**src/hdl/scan_trig_pkg.sv**
```systemverilog
// Constants and types for the scan trigger and error queue block
package scan_trig_pkg;

  localparam int unsigned ERR_DEPTH     = 30;
  localparam int unsigned ERR_PTR_W     = 5;
  localparam int unsigned ERR_CNT_W     = 6;
  localparam int unsigned MSG_LEN_MAX   = 255;
  localparam int unsigned MSG_IDX_W     = 8;
  localparam int unsigned BOX_W         = 4;
  localparam int unsigned CHAN_W        = 8;
  localparam int unsigned LINE_W        = 3;

  localparam logic [15:0] ERR_NUM_NONE     = 16'h0000;
  localparam logic [15:0] ERR_NUM_OVERFLOW = 16'hFEA2;
  localparam logic [7:0]  MSG_ID_W         = 8'h08;
  localparam logic [7:0]  MSG_ID_NONE      = 8'h00;
  localparam logic [7:0]  MSG_ID_OVERFLOW  = 8'h01;

  localparam logic [ERR_PTR_W-1:0] PTR_LAST = 5'h1D;
  localparam logic [ERR_CNT_W-1:0] CNT_FULL = 6'h1E;
  localparam logic [ERR_PTR_W-1:0] PTR_ZERO = 5'h00;
  localparam logic [ERR_PTR_W-1:0] PTR_ONE  = 5'h01;
  localparam logic [ERR_CNT_W-1:0] CNT_ONE  = 6'h01;

  localparam logic [15:0] ERR_NUM_EXT_BUSY = 16'hFFD5;
  localparam logic [7:0]  MSG_LEN_NONE     = 8'h08;
  localparam logic [7:0]  MSG_LEN_OVERFLOW = 8'h0F;
  localparam logic [CHAN_W-1:0] CHAN_ONE   = 8'h01;

  typedef enum logic [2:0] {
    SRC_BUS       = 3'b000,
    SRC_EXTERNAL  = 3'b001,
    SRC_HOLD      = 3'b010,
    SRC_IMMEDIATE = 3'b011,
    SRC_BACKPLANE = 3'b100
  } trig_src_t;

  typedef enum logic [1:0] {
    OUT_NONE      = 2'b00,
    OUT_EXTERNAL  = 2'b01,
    OUT_BACKPLANE = 2'b10
  } trig_out_sel_t;

  typedef enum logic [1:0] {
    SCAN_IDLE    = 2'b00,
    SCAN_CLOSE   = 2'b01,
    SCAN_WAIT    = 2'b10
  } scan_state_t;

  // Error entry: number plus message handle
  typedef struct packed {
    logic [15:0] num;
    logic [7:0]  msg_id;
    logic [7:0]  msg_len;
  } err_entry_t;

  // Trigger source request: kind plus backplane line
  typedef struct packed {
    trig_src_t          src;
    logic [LINE_W-1:0]  line;
  } src_sel_t;

endpackage

```
**src/hdl/scan_trigger_and_error_queue.sv**
```systemverilog
// Error queue and scan trigger controller for one switchbox
`timescale 1ns/1ps

// Overview of operation
// RL1: Each detected error pushes number and message
// RL2: Query returns and removes oldest entry
// RL3: Empty queue query returns zero, no error
// RL4: Clear status empties queue at once
// RL5: Queue holds thirty entries per switchbox
// RL6: Overflow replaces last slot with overflow error
// RL7: Software trigger only with bus or hold
// RL8: Host defines list and arms before trigger
// RL9: Triggering never changes source selection
// RL10: Five sources including eight backplane lines
// RL11: Source takes effect only at arm
// RL12: External input granted to first requester
// RL13: Grant held until bus, hold or immediate
// RL14: Busy external request rejected and logged
// RL15: Host uses bus trigger command with bus
// RL16: Enabled output pulses on each channel close
// RL17: One trigger output enabled at a time
// RL18: Reset command selects immediate source
// RL19: Arm closes first channel, trigger advances one
// RL20: Immediate source advances without waiting
module scan_trigger_and_error_queue
  import scan_trig_pkg::*;
(
  // Clock and reset
  input  wire logic              clk_i,
  input  wire logic              reset_n_i,
  // Host commands, one-cycle pulses, with their arguments
  input  wire logic              rst_cmd_i,
  input  wire logic              cls_cmd_i,
  input  wire logic              err_query_i,
  input  wire logic              err_push_i,
  input  wire err_entry_t        err_entry_i,
  input  wire logic              src_write_i,
  input  wire src_sel_t          src_sel_i,
  input  wire logic              scan_arm_cmd_i,
  input  wire logic              sw_trig_i,
  input  wire logic              bus_trig_i,
  input  wire logic              abort_i,
  input  wire logic [CHAN_W-1:0] list_len_i,
  input  wire logic              out_write_i,
  input  wire trig_out_sel_t     out_sel_i,
  // Shared external input arbitration
  input  wire logic [BOX_W-1:0]  box_id_i,
  input  wire logic              ext_owned_i,
  input  wire logic [BOX_W-1:0]  ext_owner_i,
  // Trigger pins from outside
  input  wire logic              ext_trig_pin_i,
  input  wire logic [7:0]        backplane_line_source_i,
  // Error answer
  output logic                   err_valid_o,
  output err_entry_t             err_entry_o,
  output logic [ERR_CNT_W-1:0]   err_count_o,
  // Scan and trigger status
  output trig_src_t              src_o,
  output logic                   ext_grant_o,
  output logic                   scan_active_o,
  output logic [CHAN_W-1:0]      channel_o,
  output logic                   close_pulse_o,
  output logic                   ext_out_pulse_o,
  output logic [7:0]             backplane_out_o,
  output trig_out_sel_t          out_sel_o
);

  err_entry_t            queue [ERR_DEPTH];
  logic [ERR_PTR_W-1:0]  rd_ptr;
  logic [ERR_PTR_W-1:0]  wr_ptr;
  logic [ERR_CNT_W-1:0]  count;
  src_sel_t              pending;
  src_sel_t              active;
  logic                  ext_busy_err;
  logic [1:0]            ext_sync;
  logic [1:0]            ext_prev;
  logic [7:0]            line_s1;
  logic [7:0]            line_s2;
  logic [7:0]            line_prev;
  scan_state_t           state;
  logic                  trig_event;
  logic                  do_push;
  logic                  do_pop;
  err_entry_t            push_val;

  function automatic logic [ERR_PTR_W-1:0] ptr_inc(input logic [ERR_PTR_W-1:0] p);
    return (p == PTR_LAST) ? PTR_ZERO : p + PTR_ONE;
  endfunction

  // Error sources: host reported or rejected busy external request
  assign do_push  = err_push_i | ext_busy_err;                              // [RL1]
  assign push_val = ext_busy_err ? err_entry_t'{num: ERR_NUM_EXT_BUSY, msg_id: MSG_ID_W, msg_len: MSG_ID_W}
                                 : err_entry_i;
  assign do_pop   = err_query_i && (count != '0);

  // Queue storage
  always_ff @(posedge clk_i) begin
    if (do_push && count < CNT_FULL) begin
      queue[wr_ptr] <= push_val;                                             // [RL1] [RL5]
    end else if (do_push && !do_pop) begin
      queue[(wr_ptr == PTR_ZERO) ? PTR_LAST : wr_ptr - PTR_ONE] <=
        '{num: ERR_NUM_OVERFLOW, msg_id: MSG_ID_OVERFLOW, msg_len: MSG_LEN_OVERFLOW};   // [RL6]
    end
  end

  // Queue pointers and count
  always_ff @(posedge clk_i or negedge reset_n_i) begin
    if (!reset_n_i) begin
      rd_ptr <= PTR_ZERO;
      wr_ptr <= PTR_ZERO;
      count  <= '0;
    end else if (cls_cmd_i) begin
      rd_ptr <= PTR_ZERO;                                                    // [RL4]
      wr_ptr <= PTR_ZERO;
      count  <= '0;
    end else begin
      if (do_pop) begin
        rd_ptr <= ptr_inc(rd_ptr);                                           // [RL2]
      end
      if (do_push && count < CNT_FULL) begin
        wr_ptr <= ptr_inc(wr_ptr);
      end
      if (do_push && count < CNT_FULL && !do_pop) begin
        count <= count + CNT_ONE;
      end else if (do_pop && !(do_push && count < CNT_FULL)) begin
        count <= count - CNT_ONE;
      end
    end
  end

  // Query answer
  always_ff @(posedge clk_i or negedge reset_n_i) begin
    if (!reset_n_i) begin
      err_valid_o <= 1'b0;
      err_entry_o <= '0;
      err_count_o <= '0;
    end else begin
      err_valid_o <= err_query_i;
      err_count_o <= cls_cmd_i ? '0 : count;
      if (err_query_i) begin
        err_entry_o <= do_pop ? queue[rd_ptr]                                // [RL2]
                              : err_entry_t'{ERR_NUM_NONE, MSG_ID_NONE, MSG_LEN_NONE}; // [RL3]
      end
    end
  end

  // Source selection, recorded then made active at arm
  always_ff @(posedge clk_i or negedge reset_n_i) begin
    if (!reset_n_i) begin
      pending      <= '{src: SRC_IMMEDIATE, line: '0};
      active       <= '{src: SRC_IMMEDIATE, line: '0};
      ext_grant_o  <= 1'b0;
      ext_busy_err <= 1'b0;
      src_o        <= SRC_IMMEDIATE;
    end else begin
      ext_busy_err <= 1'b0;
      src_o        <= active.src;
      if (rst_cmd_i) begin
        pending     <= '{src: SRC_IMMEDIATE, line: '0};                     // [RL18]
        active      <= '{src: SRC_IMMEDIATE, line: '0};
        ext_grant_o <= 1'b0;
      end else begin
        if (src_write_i) begin
          if (src_sel_i.src == SRC_EXTERNAL && ext_owned_i && ext_owner_i != box_id_i) begin
            ext_busy_err <= 1'b1;                                            // [RL14]
          end else begin
            pending <= src_sel_i;                                            // [RL10] [RL11]
            if (src_sel_i.src == SRC_EXTERNAL) begin
              ext_grant_o <= 1'b1;                                           // [RL12]
            end else if (src_sel_i.src != SRC_BACKPLANE) begin
              ext_grant_o <= 1'b0;                                           // [RL13]
            end
          end
        end
        if (scan_arm_cmd_i) begin
          active <= pending;                                                 // [RL11]
        end
      end
    end
  end

  // Pin synchronisers and edge memory
  always_ff @(posedge clk_i or negedge reset_n_i) begin
    if (!reset_n_i) begin
      ext_sync  <= 2'b00;
      ext_prev  <= 2'b00;
      line_s1   <= '0;
      line_s2   <= '0;
      line_prev <= '0;
    end else begin
      ext_sync  <= {ext_sync[0], ext_trig_pin_i};
      ext_prev  <= {ext_prev[0], ext_sync[1]};
      line_s1   <= backplane_line_source_i;
      line_s2   <= line_s1;
      line_prev <= line_s2;
    end
  end

  // Trigger event for the active source
  always_comb begin
    trig_event = 1'b0;
    case (active.src)
      SRC_BUS:       trig_event = bus_trig_i | sw_trig_i;                    // [RL7] [RL15]
      SRC_HOLD:      trig_event = sw_trig_i;                                 // [RL7] [RL9]
      SRC_EXTERNAL:  trig_event = ext_grant_o & ext_prev[0] & ~ext_prev[1];
      SRC_IMMEDIATE: trig_event = 1'b1;                                      // [RL20]
      SRC_BACKPLANE: trig_event = line_s2[active.line] & ~line_prev[active.line];
      default:       trig_event = 1'b0;
    endcase
  end

  // Scan sequencer
  always_ff @(posedge clk_i or negedge reset_n_i) begin
    if (!reset_n_i) begin
      state         <= SCAN_IDLE;
      channel_o     <= '0;
      close_pulse_o <= 1'b0;
      scan_active_o <= 1'b0;
    end else begin
      close_pulse_o <= 1'b0;
      if (abort_i || rst_cmd_i) begin
        state         <= SCAN_IDLE;
        scan_active_o <= 1'b0;
      end else begin
        case (state)
          SCAN_IDLE: begin
            if (scan_arm_cmd_i && list_len_i != '0) begin                    // [RL8]
              state         <= SCAN_CLOSE;
              channel_o     <= '0;
              scan_active_o <= 1'b1;
            end
          end
          SCAN_CLOSE: begin
            close_pulse_o <= 1'b1;                                           // [RL19]
            state         <= SCAN_WAIT;
          end
          SCAN_WAIT: begin
            if (trig_event) begin
              if (channel_o + CHAN_ONE >= list_len_i) begin
                state         <= SCAN_IDLE;
                scan_active_o <= 1'b0;
              end else begin
                channel_o <= channel_o + CHAN_ONE;                           // [RL19]
                state     <= SCAN_CLOSE;
              end
            end
          end
          default: state <= SCAN_IDLE;
        endcase
      end
    end
  end

  // Output selection, one at a time
  always_ff @(posedge clk_i or negedge reset_n_i) begin
    if (!reset_n_i) begin
      out_sel_o <= OUT_NONE;
    end else if (rst_cmd_i) begin
      out_sel_o <= OUT_NONE;
    end else if (out_write_i) begin
      out_sel_o <= out_sel_i;                                                // [RL17]
    end
  end

  // Output pulses on channel close
  always_ff @(posedge clk_i or negedge reset_n_i) begin
    if (!reset_n_i) begin
      ext_out_pulse_o <= 1'b0;
      backplane_out_o <= '0;
    end else begin
      ext_out_pulse_o <= close_pulse_o && out_sel_o == OUT_EXTERNAL;         // [RL16]
      backplane_out_o <= '0;
      if (close_pulse_o && out_sel_o == OUT_BACKPLANE) begin
        backplane_out_o[active.line] <= 1'b1;
      end
    end
  end

  property p_query_empty;
    @(posedge clk_i) disable iff (!reset_n_i)
    (err_query_i && count == '0) |=> err_valid_o && err_entry_o.num == ERR_NUM_NONE;
  endproperty
  a_query_empty: assert property (p_query_empty) else $error("Empty query not zero"); // [RL3]
  property p_pop_one;
    @(posedge clk_i) disable iff (!reset_n_i)
    (do_pop && !do_push && !cls_cmd_i) |=> count == $past(count) - CNT_ONE;
  endproperty
  a_pop_one: assert property (p_pop_one) else $error("Pop did not remove one"); // [RL2]
  property p_cls;
    @(posedge clk_i) disable iff (!reset_n_i) cls_cmd_i |=> count == '0;
  endproperty
  a_cls: assert property (p_cls) else $error("Clear left entries"); // [RL4]

  property p_cap;
    @(posedge clk_i) disable iff (!reset_n_i) count <= CNT_FULL;
  endproperty
  a_cap: assert property (p_cap) else $error("Queue above capacity"); // [RL5]

  property p_full_hold;
    @(posedge clk_i) disable iff (!reset_n_i)
    (count == CNT_FULL && do_push && !do_pop && !cls_cmd_i) |=> count == CNT_FULL;
  endproperty
  a_full_hold: assert property (p_full_hold) else $error("Overflow changed count"); // [RL6]

  property p_rst_src;
    @(posedge clk_i) disable iff (!reset_n_i) rst_cmd_i |=> active.src == SRC_IMMEDIATE;
  endproperty
  a_rst_src: assert property (p_rst_src) else $error("Reset not immediate"); // [RL18]

  property p_arm_only;
    @(posedge clk_i) disable iff (!reset_n_i)
    (!scan_arm_cmd_i && !rst_cmd_i) |=> active == $past(active);
  endproperty
  a_arm_only: assert property (p_arm_only) else $error("Source changed without arm"); // [RL11] [RL9]

  property p_busy_err;
    @(posedge clk_i) disable iff (!reset_n_i)
    (src_write_i && !rst_cmd_i && src_sel_i.src == SRC_EXTERNAL && ext_owned_i && ext_owner_i != box_id_i)
      |=> ext_busy_err ##0 $stable(ext_grant_o);
  endproperty
  a_busy_err: assert property (p_busy_err) else $error("Busy external not rejected"); // [RL14]

  property p_close_out;
    @(posedge clk_i) disable iff (!reset_n_i)
    (close_pulse_o && out_sel_o == OUT_EXTERNAL) |=> ext_out_pulse_o;
  endproperty
  a_close_out: assert property (p_close_out) else $error("No output pulse"); // [RL16]

  property p_arm_close;
    @(posedge clk_i) disable iff (!reset_n_i)
    (state == SCAN_IDLE && scan_arm_cmd_i && list_len_i != '0 && !abort_i && !rst_cmd_i)
      |=> ##1 close_pulse_o && channel_o == '0;
  endproperty
  a_arm_close: assert property (p_arm_close) else $error("First channel not closed"); // [RL19]

  c_overflow: cover property (@(posedge clk_i) disable iff (!reset_n_i) count == CNT_FULL && do_push);
  c_scan_done: cover property (@(posedge clk_i) disable iff (!reset_n_i) scan_active_o ##1 !scan_active_o);
  c_ext_reject: cover property (@(posedge clk_i) disable iff (!reset_n_i) ext_busy_err);

endmodule

```
**config.mk**
```make
export PLATFORM = sky130hd
export DESIGN_NAME = scan_trigger_and_error_queue
export DESIGN_NICKNAME = d
export VERILOG_FILES = /design/src/hdl/scan_trig_pkg.sv /design/src/hdl/scan_trigger_and_error_queue.sv
export SDC_FILE = /design/constraint.sdc
export NUM_CORES = 1
export LEC_CHECK = 0
export CAP_MARGIN = 30
export CORE_MARGIN = 4
export CORE_UTILIZATION = 35
export DETAILED_ROUTE_END_ITERATION = 16
export DONT_BUFFER_PORTS = 1
export PLACE_DENSITY_LB_ADDON = 0.2
export SYNTH_ARGS = -nofsm -noshare
export SYNTH_HDL_FRONTEND = slang
export SYNTH_SLANG_ARGS = --single-unit
```
**constraint.sdc**
```tcl
create_clock -name clk_i -period 4.4 [get_ports clk_i]
set_input_delay 0.22 -clock clk_i [delete_from_list [all_inputs] [get_ports clk_i]]
set_output_delay 0.22 -clock clk_i [all_outputs]
set_load 0.02 [all_outputs]
```
==> flow_metrics.tcl, run 1 <==
set metrics [dict create \
    synth-simple-area-share_pct 3.17 \
    drc 0 \
    cts_hold_buf 38 \
    post_cts_buffers 0 \
    end_kind "flop" \
    fin_crit_ns 4.09 \
    drv_slew 0 \
    nNetsFinal 2334 \
    dr_wl_met2_um 53300 \
    grt_max_degree 124 \
    fill_cells 10600 \
    synthCells 2101 \
    powerDensity_nw_per_um2 545 \
    synth.most_common_cell "edfxtp_1" \
    wl_met3_um 8110 \
    gp_congestion 0.779 \
    antenna_found_initial 15 \
    cts.path.max_buffers 3 \
    peakVddDrop_uv 305 \
    cts_root_buffer "clkbuf_16" \
    synth_top_family_by_area "multiplexers" \
    highest_layer "met5" \
    first_iter_violations 2153 \
    cp-start-kind "flop" \
    routed_wirelength_um 110000 \
    final_core_util_pct 41.0 \
    hp-class "input port to flop" \
    die_area_um2 127000 \
    netlist_area_um2 42600 \
    hpwlAfterDp_um 63700 \
    cts_resized 0 \
    cts_tree "done" \
    async_flop_share_pct 11.4 \
    status "completed" \
    syn_to_final_growth_pct 16.0 \
    finalClockSkew_ns 0.0456 \
    ff2ff_setup_slack_ns 0.31 \
    rows 127 \
    max_stage_delay_ns 0.78 \
    fin_crit_sh_pct 93.0 \
    core-area_um2 120000 \
    postPlaceCellArea_um2 45100 \
    hold_viol_final 0 \
    grt_pass1_vias 21800 \
    critPathMaxFanout 17 \
    yosys_register_bits 1083 \
    synth_fa_ha_area_share_pct 0.576 \
    ys_warn_count 0 \
    die_h_um 357 \
    grt_usage_pct 17.3 \
    synth_edf_count 960 \
    grt_pass1_wl_um 158000 \
    seq_area_frac_synth_pct 75.0 \
    syn_nets 2198 \
    first_pass_iters 5 \
    muxShareOfSynthArea_pct 16.0 \
    htree_levels 3 \
    synth-compound-area-share_pct 3.06 \
    fmaxAchievable_mhz 244 \
    worstSetupStartpoint "count[1]" \
    crit_path_top_delay_cell "nor2_4" \
    cts_buffers 113 \
    synth.top_cell.area_share_pct 67.7 \
    yosys.area_share.xor_xnor_pct 0.288 \
    path_clk_slew_ns 0.06 \
    reg2reg_to "queue[14][8]" \
    yosys.area.top_type "edfxtp_1" \
    ys_top_cells_by_area "edfxtp_1, mux4_2, dfrtp_1" \
    crit_arrival_ns 4.43 \
    die_x_um 357 \
    overflow 0 \
    wl_met1_um 46300 \
    start_util_pct 35.4 \
    ys.flop_type "edfxtp_1" \
    cts_sinks 1083 \
    viasPerCell 5.30 \
    io_pins 142 \
    worstSkewPairLatency_ns 0.71 \
    finalSetupViolations 0 \
    final_cell_area_um2 49400 \
    r2r_start "count[1]" \
    slew_headroom_pct 32.8 \
    wire_per_inst_um 27.9 \
    leakage_nw 15.9 \
    drive_gt1_share_pct 27.1 \
    cap_viol_max_count 0 \
    crit_required_ns 4.74 \
    crit_path_end "queue[14][8]" \
    crit_chain "or4_4 -> o31ai_4 -> nand2_2 -> nor3_2 -> o21ai_2 -> nor2_4 -> buf_4" \
    route.vias.total 20900 \
    reg2reg_depth 7 \
    timing.hold.ws_ns 0.0618 \
    worstSetupPathType "flop to flop" \
    rsz0062_at_grt "false" \
    tightest_slew_ns 1.01 \
    antenna_left 0 \
    yosysUniqueCellTypes 78 \
    synthTopCellsByCount "edfxtp_1, mux4_2, dfrtp_1" \
    avgSynthCellArea_um2 20.3 \
    io_buffers 0 \
]
cell families after synthesis:
family                     Yosys count
buffers and inverters              175
AOI/OAI and AO/OA                  180
adders and majority gates           19
and+or+nand+nor                    277
xor gates and xnor gates            14
muxes                              353
DFF                               1083
critical path: cells and delay by family, from the launching register on:
family | cells | cell delay, ns
buffers and inverters | 1 | 0.55
DFF | 1 | 0.44
and+or+nand+nor | 4 | 2.01
AOI/OAI and AO/OA | 2 | 0.70
metal layers:
layer / vias to the layer above / global-route usage, %
li1: 8837 / -
met1: 11300 / 23.4
met2: 654 / 28.1
met3: 152 / 4.16
met4: 4 / 4.77
met5: - / 0
where the power goes:
group	switching (mW)	internal [mW]
clock	4.02	5.39
sequential	0.513	11.9
combinational	2.84	2.21
total	7.37	19.5
sequential cells by signal (all words and copies together), names as in the netlist, 3 cells and up:
name,cells
pending,6
queue,960
src_o,3
err_entry_o,32
err_count_o,6
wr_ptr,5
line_prev,8
rd_ptr,5
count,6
line_s1,8
line_s2,8
backplane_out_o,8
active,6
channel_o,8
cell type report:
| class | count | area [µm²] | share of cell area [%] |
|---|---|---|---|
| Clock buffer | 148 | 3090 | 6.25 |
| Multi-Input combinational cell | 843 | 10000 | 20.3 |
| Tap cell | 1612 | 2020 | 4.09 |
| Timing Repair Buffer | 133 | 1390 | 2.81 |
| Inverter | 63 | 239 | 0.484 |
| Antenna cell | 4 | 10.0 | 0.0203 |
| Sequential cell | 1083 | 31900 | 64.7 |
| Clock inverter | 63 | 642 | 1.30 |
worst min-delay path by stage:
stage	start	endpoint	slack, ns	cells past startpoint
after floorplan	reset_n_i	active[0]	-0.08	0
after global placement	reset_n_i	err_entry_o[19]	-0.07	0
after detailed placement	reset_n_i	err_entry_o[19]	-0.07	0
after CTS	ext_trig_pin_i	ext_sync[0]	0.0004	1
after global routing	ext_trig_pin_i	ext_sync[0]	0.03	1
final	err_entry_i[18]	queue[7][18]	0.06	3
metrics by stage:
stage | TNS [ns] | setup slack [ns] | std cells | power [mW]
floorplan | -17.41 | -0.111 | 2101 | 16.0
global placement | 0 | 0.528 | 3687 | 17.6
detailed placement | 0 | 0.372 | 3690 | 17.7
CTS | 0 | 0.317 | 3939 | 27.3
global route | 0 | 0.197 | 3946 | 28.1
finish | 0 | 0.308 | 3949 | 26.9
cells in the final DEF (no fill, tap or decap), types with 13 or more instances in the layout:
| master | n |
|---|---|
| dlygate4sd3_1 | 39 |
| nor2_4 | 23 |
| and2_1 | 16 |
| mux2_2 | 36 |
| nor2b_1 | 16 |
| clkinv_2 | 22 |
| edfxtp_1 | 960 |
| dfrtp_1 | 111 |
| nor2_1 | 67 |
| o21ai_0 | 19 |
| o22ai_1 | 36 |
| inv_1 | 62 |
| ha_1 | 18 |
| or3_1 | 13 |
| clkbuf_16 | 115 |
| clkinv_1 | 14 |
| mux4_2 | 258 |
| a21oi_1 | 26 |
| mux2i_1 | 59 |
| nand2_1 | 70 |
| buf_4 | 74 |
| clkbuf_1 | 21 |
| nor3_1 | 20 |
Note: power is estimated with default switching activity, not from simulation.
==> run 2, diff against run 1 <==
Clock period 4.4 ns to 4.03 ns, I/O delays scaled along.
==> run 2 against run 1 <==
Effect of this change:
- the flow now finishes with violations (negative hold slack)
- register-to-register slack worse by 0.12 ns
- first-iteration DRC count down 4.6%
- non-clock buffer count up 20
- via count up 0.84%
- sequential share of layout area down 0.35 points
- die area unchanged
- highest routed layer unchanged
- combinational power up 7.5%
- wire length down 0.64%
- utilization up 0.22 points
==> flow_metrics.tcl, run 2 (synthesized netlist as in run 1, its figures left out) <==
set metrics [dict create \
    status "finished with violations" \
    violations "negative hold slack" \
    crit_arrival_ns 4.35 \
    die_area_um2 127000 \
    layout_commonest_cell "edfxtp_1" \
    hold_viol_final 1 \
    layout_common_cells "edfxtp_1, mux4_2, clkbuf_16" \
    grt_pass1_vias 21900 \
    largest-register "queue" \
    p_sw_share_pct 26.9 \
    seqPwrFrac_pct 46.4 \
    cts.path.max_buffers 3 \
    hpwlAfterDp_um 64000 \
    cts_tree "done" \
    slew_headroom_pct 35.1 \
    antenna_left 0 \
    top_regs "queue x960, err_entry_o x32" \
    cp_top_family "compound AO/OA/AOI/OAI gates" \
    critPathMaxFanout 34 \
    path_clk_slew_ns 0.06 \
    tns_ns 0 \
    core-area_um2 120000 \
    cp_common_cell "a21oi_1" \
    die_h_um 357 \
    cts_buffers 110 \
    grt_pass1_wl_um 158000 \
    routed_wirelength_um 110000 \
    fin_crit_sh_pct 95.3 \
    overflow 0 \
    crit_chain "or4_4 -> o31ai_4 -> buf_4 -> nand2_1 -> ha_1 -> a21o_1 -> a21oi_1 -> o21bai_1 -> a21oi_1 -> mux2i_1 -> a21oi_1" \
    io_buffers 0 \
    p_int_mw 21.5 \
    start_util_pct 35.4 \
    gp_congestion 0.781 \
    largest_reg_flops 960 \
    fmaxAchievable_mhz 261 \
    first_pass_iters 5 \
    crit_required_ns 4.55 \
    route.vias.total 21100 \
    syn_to_final_growth_pct 16.6 \
    antenna_found_initial 10 \
    dp_cells 3703 \
    cts_resized 0 \
    tightest_slew_ns 0.974 \
    rows 127 \
    final_cells 3964 \
    worstSetupPathType "flop to flop" \
    p_comb_share_pct 18.4 \
    finalSetupViolations 0 \
    fin_crit_ns 3.84 \
    cp-start-kind "flop" \
    worstSkewPairLatency_ns 0.70 \
    htree_levels 3 \
    cap_viol_max_count 0 \
    pwr-share-clk_pct 35.2 \
    power_switching_mw 7.92 \
    rsz0062_at_grt "false" \
    hp-class "input port to flop" \
    drc 0 \
    io_pins 142 \
    wire_per_inst_um 27.7 \
    die_x_um 357 \
    max_stage_delay_ns 0.59 \
    drv_slew 0 \
    finalClockSkew_ns 0.0384 \
    power.total_mw 29.5 \
    viasPerCell 5.32 \
    post_cts_buffers 0 \
    drive_gt1_share_pct 27.5 \
    cts_sinks 1083 \
    powerDensity_nw_per_um2 594 \
    timing.hold.ws_ns -0.000702 \
    end_kind "flop" \
    crit_path_top_delay_cell "or4_4" \
    peakVddDrop_uv 335 \
    first_iter_violations 2055 \
    cts_root_buffer "clkbuf_16" \
    grt_usage_pct 17.2 \
    leakage_nw 16.0 \
    cp_num_buf_inv 1 \
    nNetsFinal 2351 \
    grt_max_degree 124 \
]
run 2: tightest hold or removal path, delay by kind of cell:
kind / cells / cell delay [ns]
xor gates and xnor gates: 1 / 0.10
and+or+nand+nor: 3 / 0.30
run 2: power by group through the flow:
stage                     logic [mW]  clock network, mW  registers, mW
after floorplan                 3.85                  0           13.6
after global routing            5.85               11.1           13.7
after global placement          5.36                  0           13.9
final                           5.43               10.4           13.7
after detailed placement        5.40                  0           13.9
after CTS                       5.50               10.6           13.7
run 2: area by class of cell:
class / count / area (µm²)
Inverter: 63 / 239
Sequential cell: 1083 / 31900
Tap cell: 1612 / 2020
Fill cell: 10500 / 70700
Timing Repair Buffer: 153 / 1680
Clock inverter: 64 / 657
Multi-Input combinational cell: 843 / 10000
Clock buffer: 141 / 3040
Antenna cell: 5 / 12.5
run 2: timing repair:
action | CTS | global route
hold buffers | 39 | 6
endpoints found under the hold margin | 211 | 70
setup endpoints to repair | 0 | 0
run 2: per-stage QoR:
step | setup slack (ns) | cell area [µm²] | utilization (%)
6_report | 0.191 | 49600 | 41.2
5_1_grt | 0.0216 | 49600 | 41.2
4_1_cts | 0.204 | 49400 | 41.1
3_5_place_dp | 0.288 | 45300 | 37.6
3_3_place_gp | 0.318 | 45300 | 37.6
2_1_floorplan | -0.481 | 42600 | -
run 2: worst paths after layout:
path	depth (start not counted)	start	slack (ns)	to
max	11	count[1]	0.19	count[5]
min reg2reg	0	line_s1[2]	0.35	line_s2[2]
max reg2reg	11	count[1]	0.19	count[5]
min in group asynchronous	2	reset_n_i	0.11	err_entry_o[22]
max in group asynchronous	2	reset_n_i	3.20	line_s1[5]
min	4	ext_owner_i[2]	-0.0007	ext_busy_err
run 2: routing by layer:
layer	routed length [µm]	GRT usage, %	up-vias
met5	13	0	-
met4	2740	4.98	2
met3	8490	4.42	157
met2	52500	27.9	708
met1	45900	23.1	11400
li1	-	-	8878
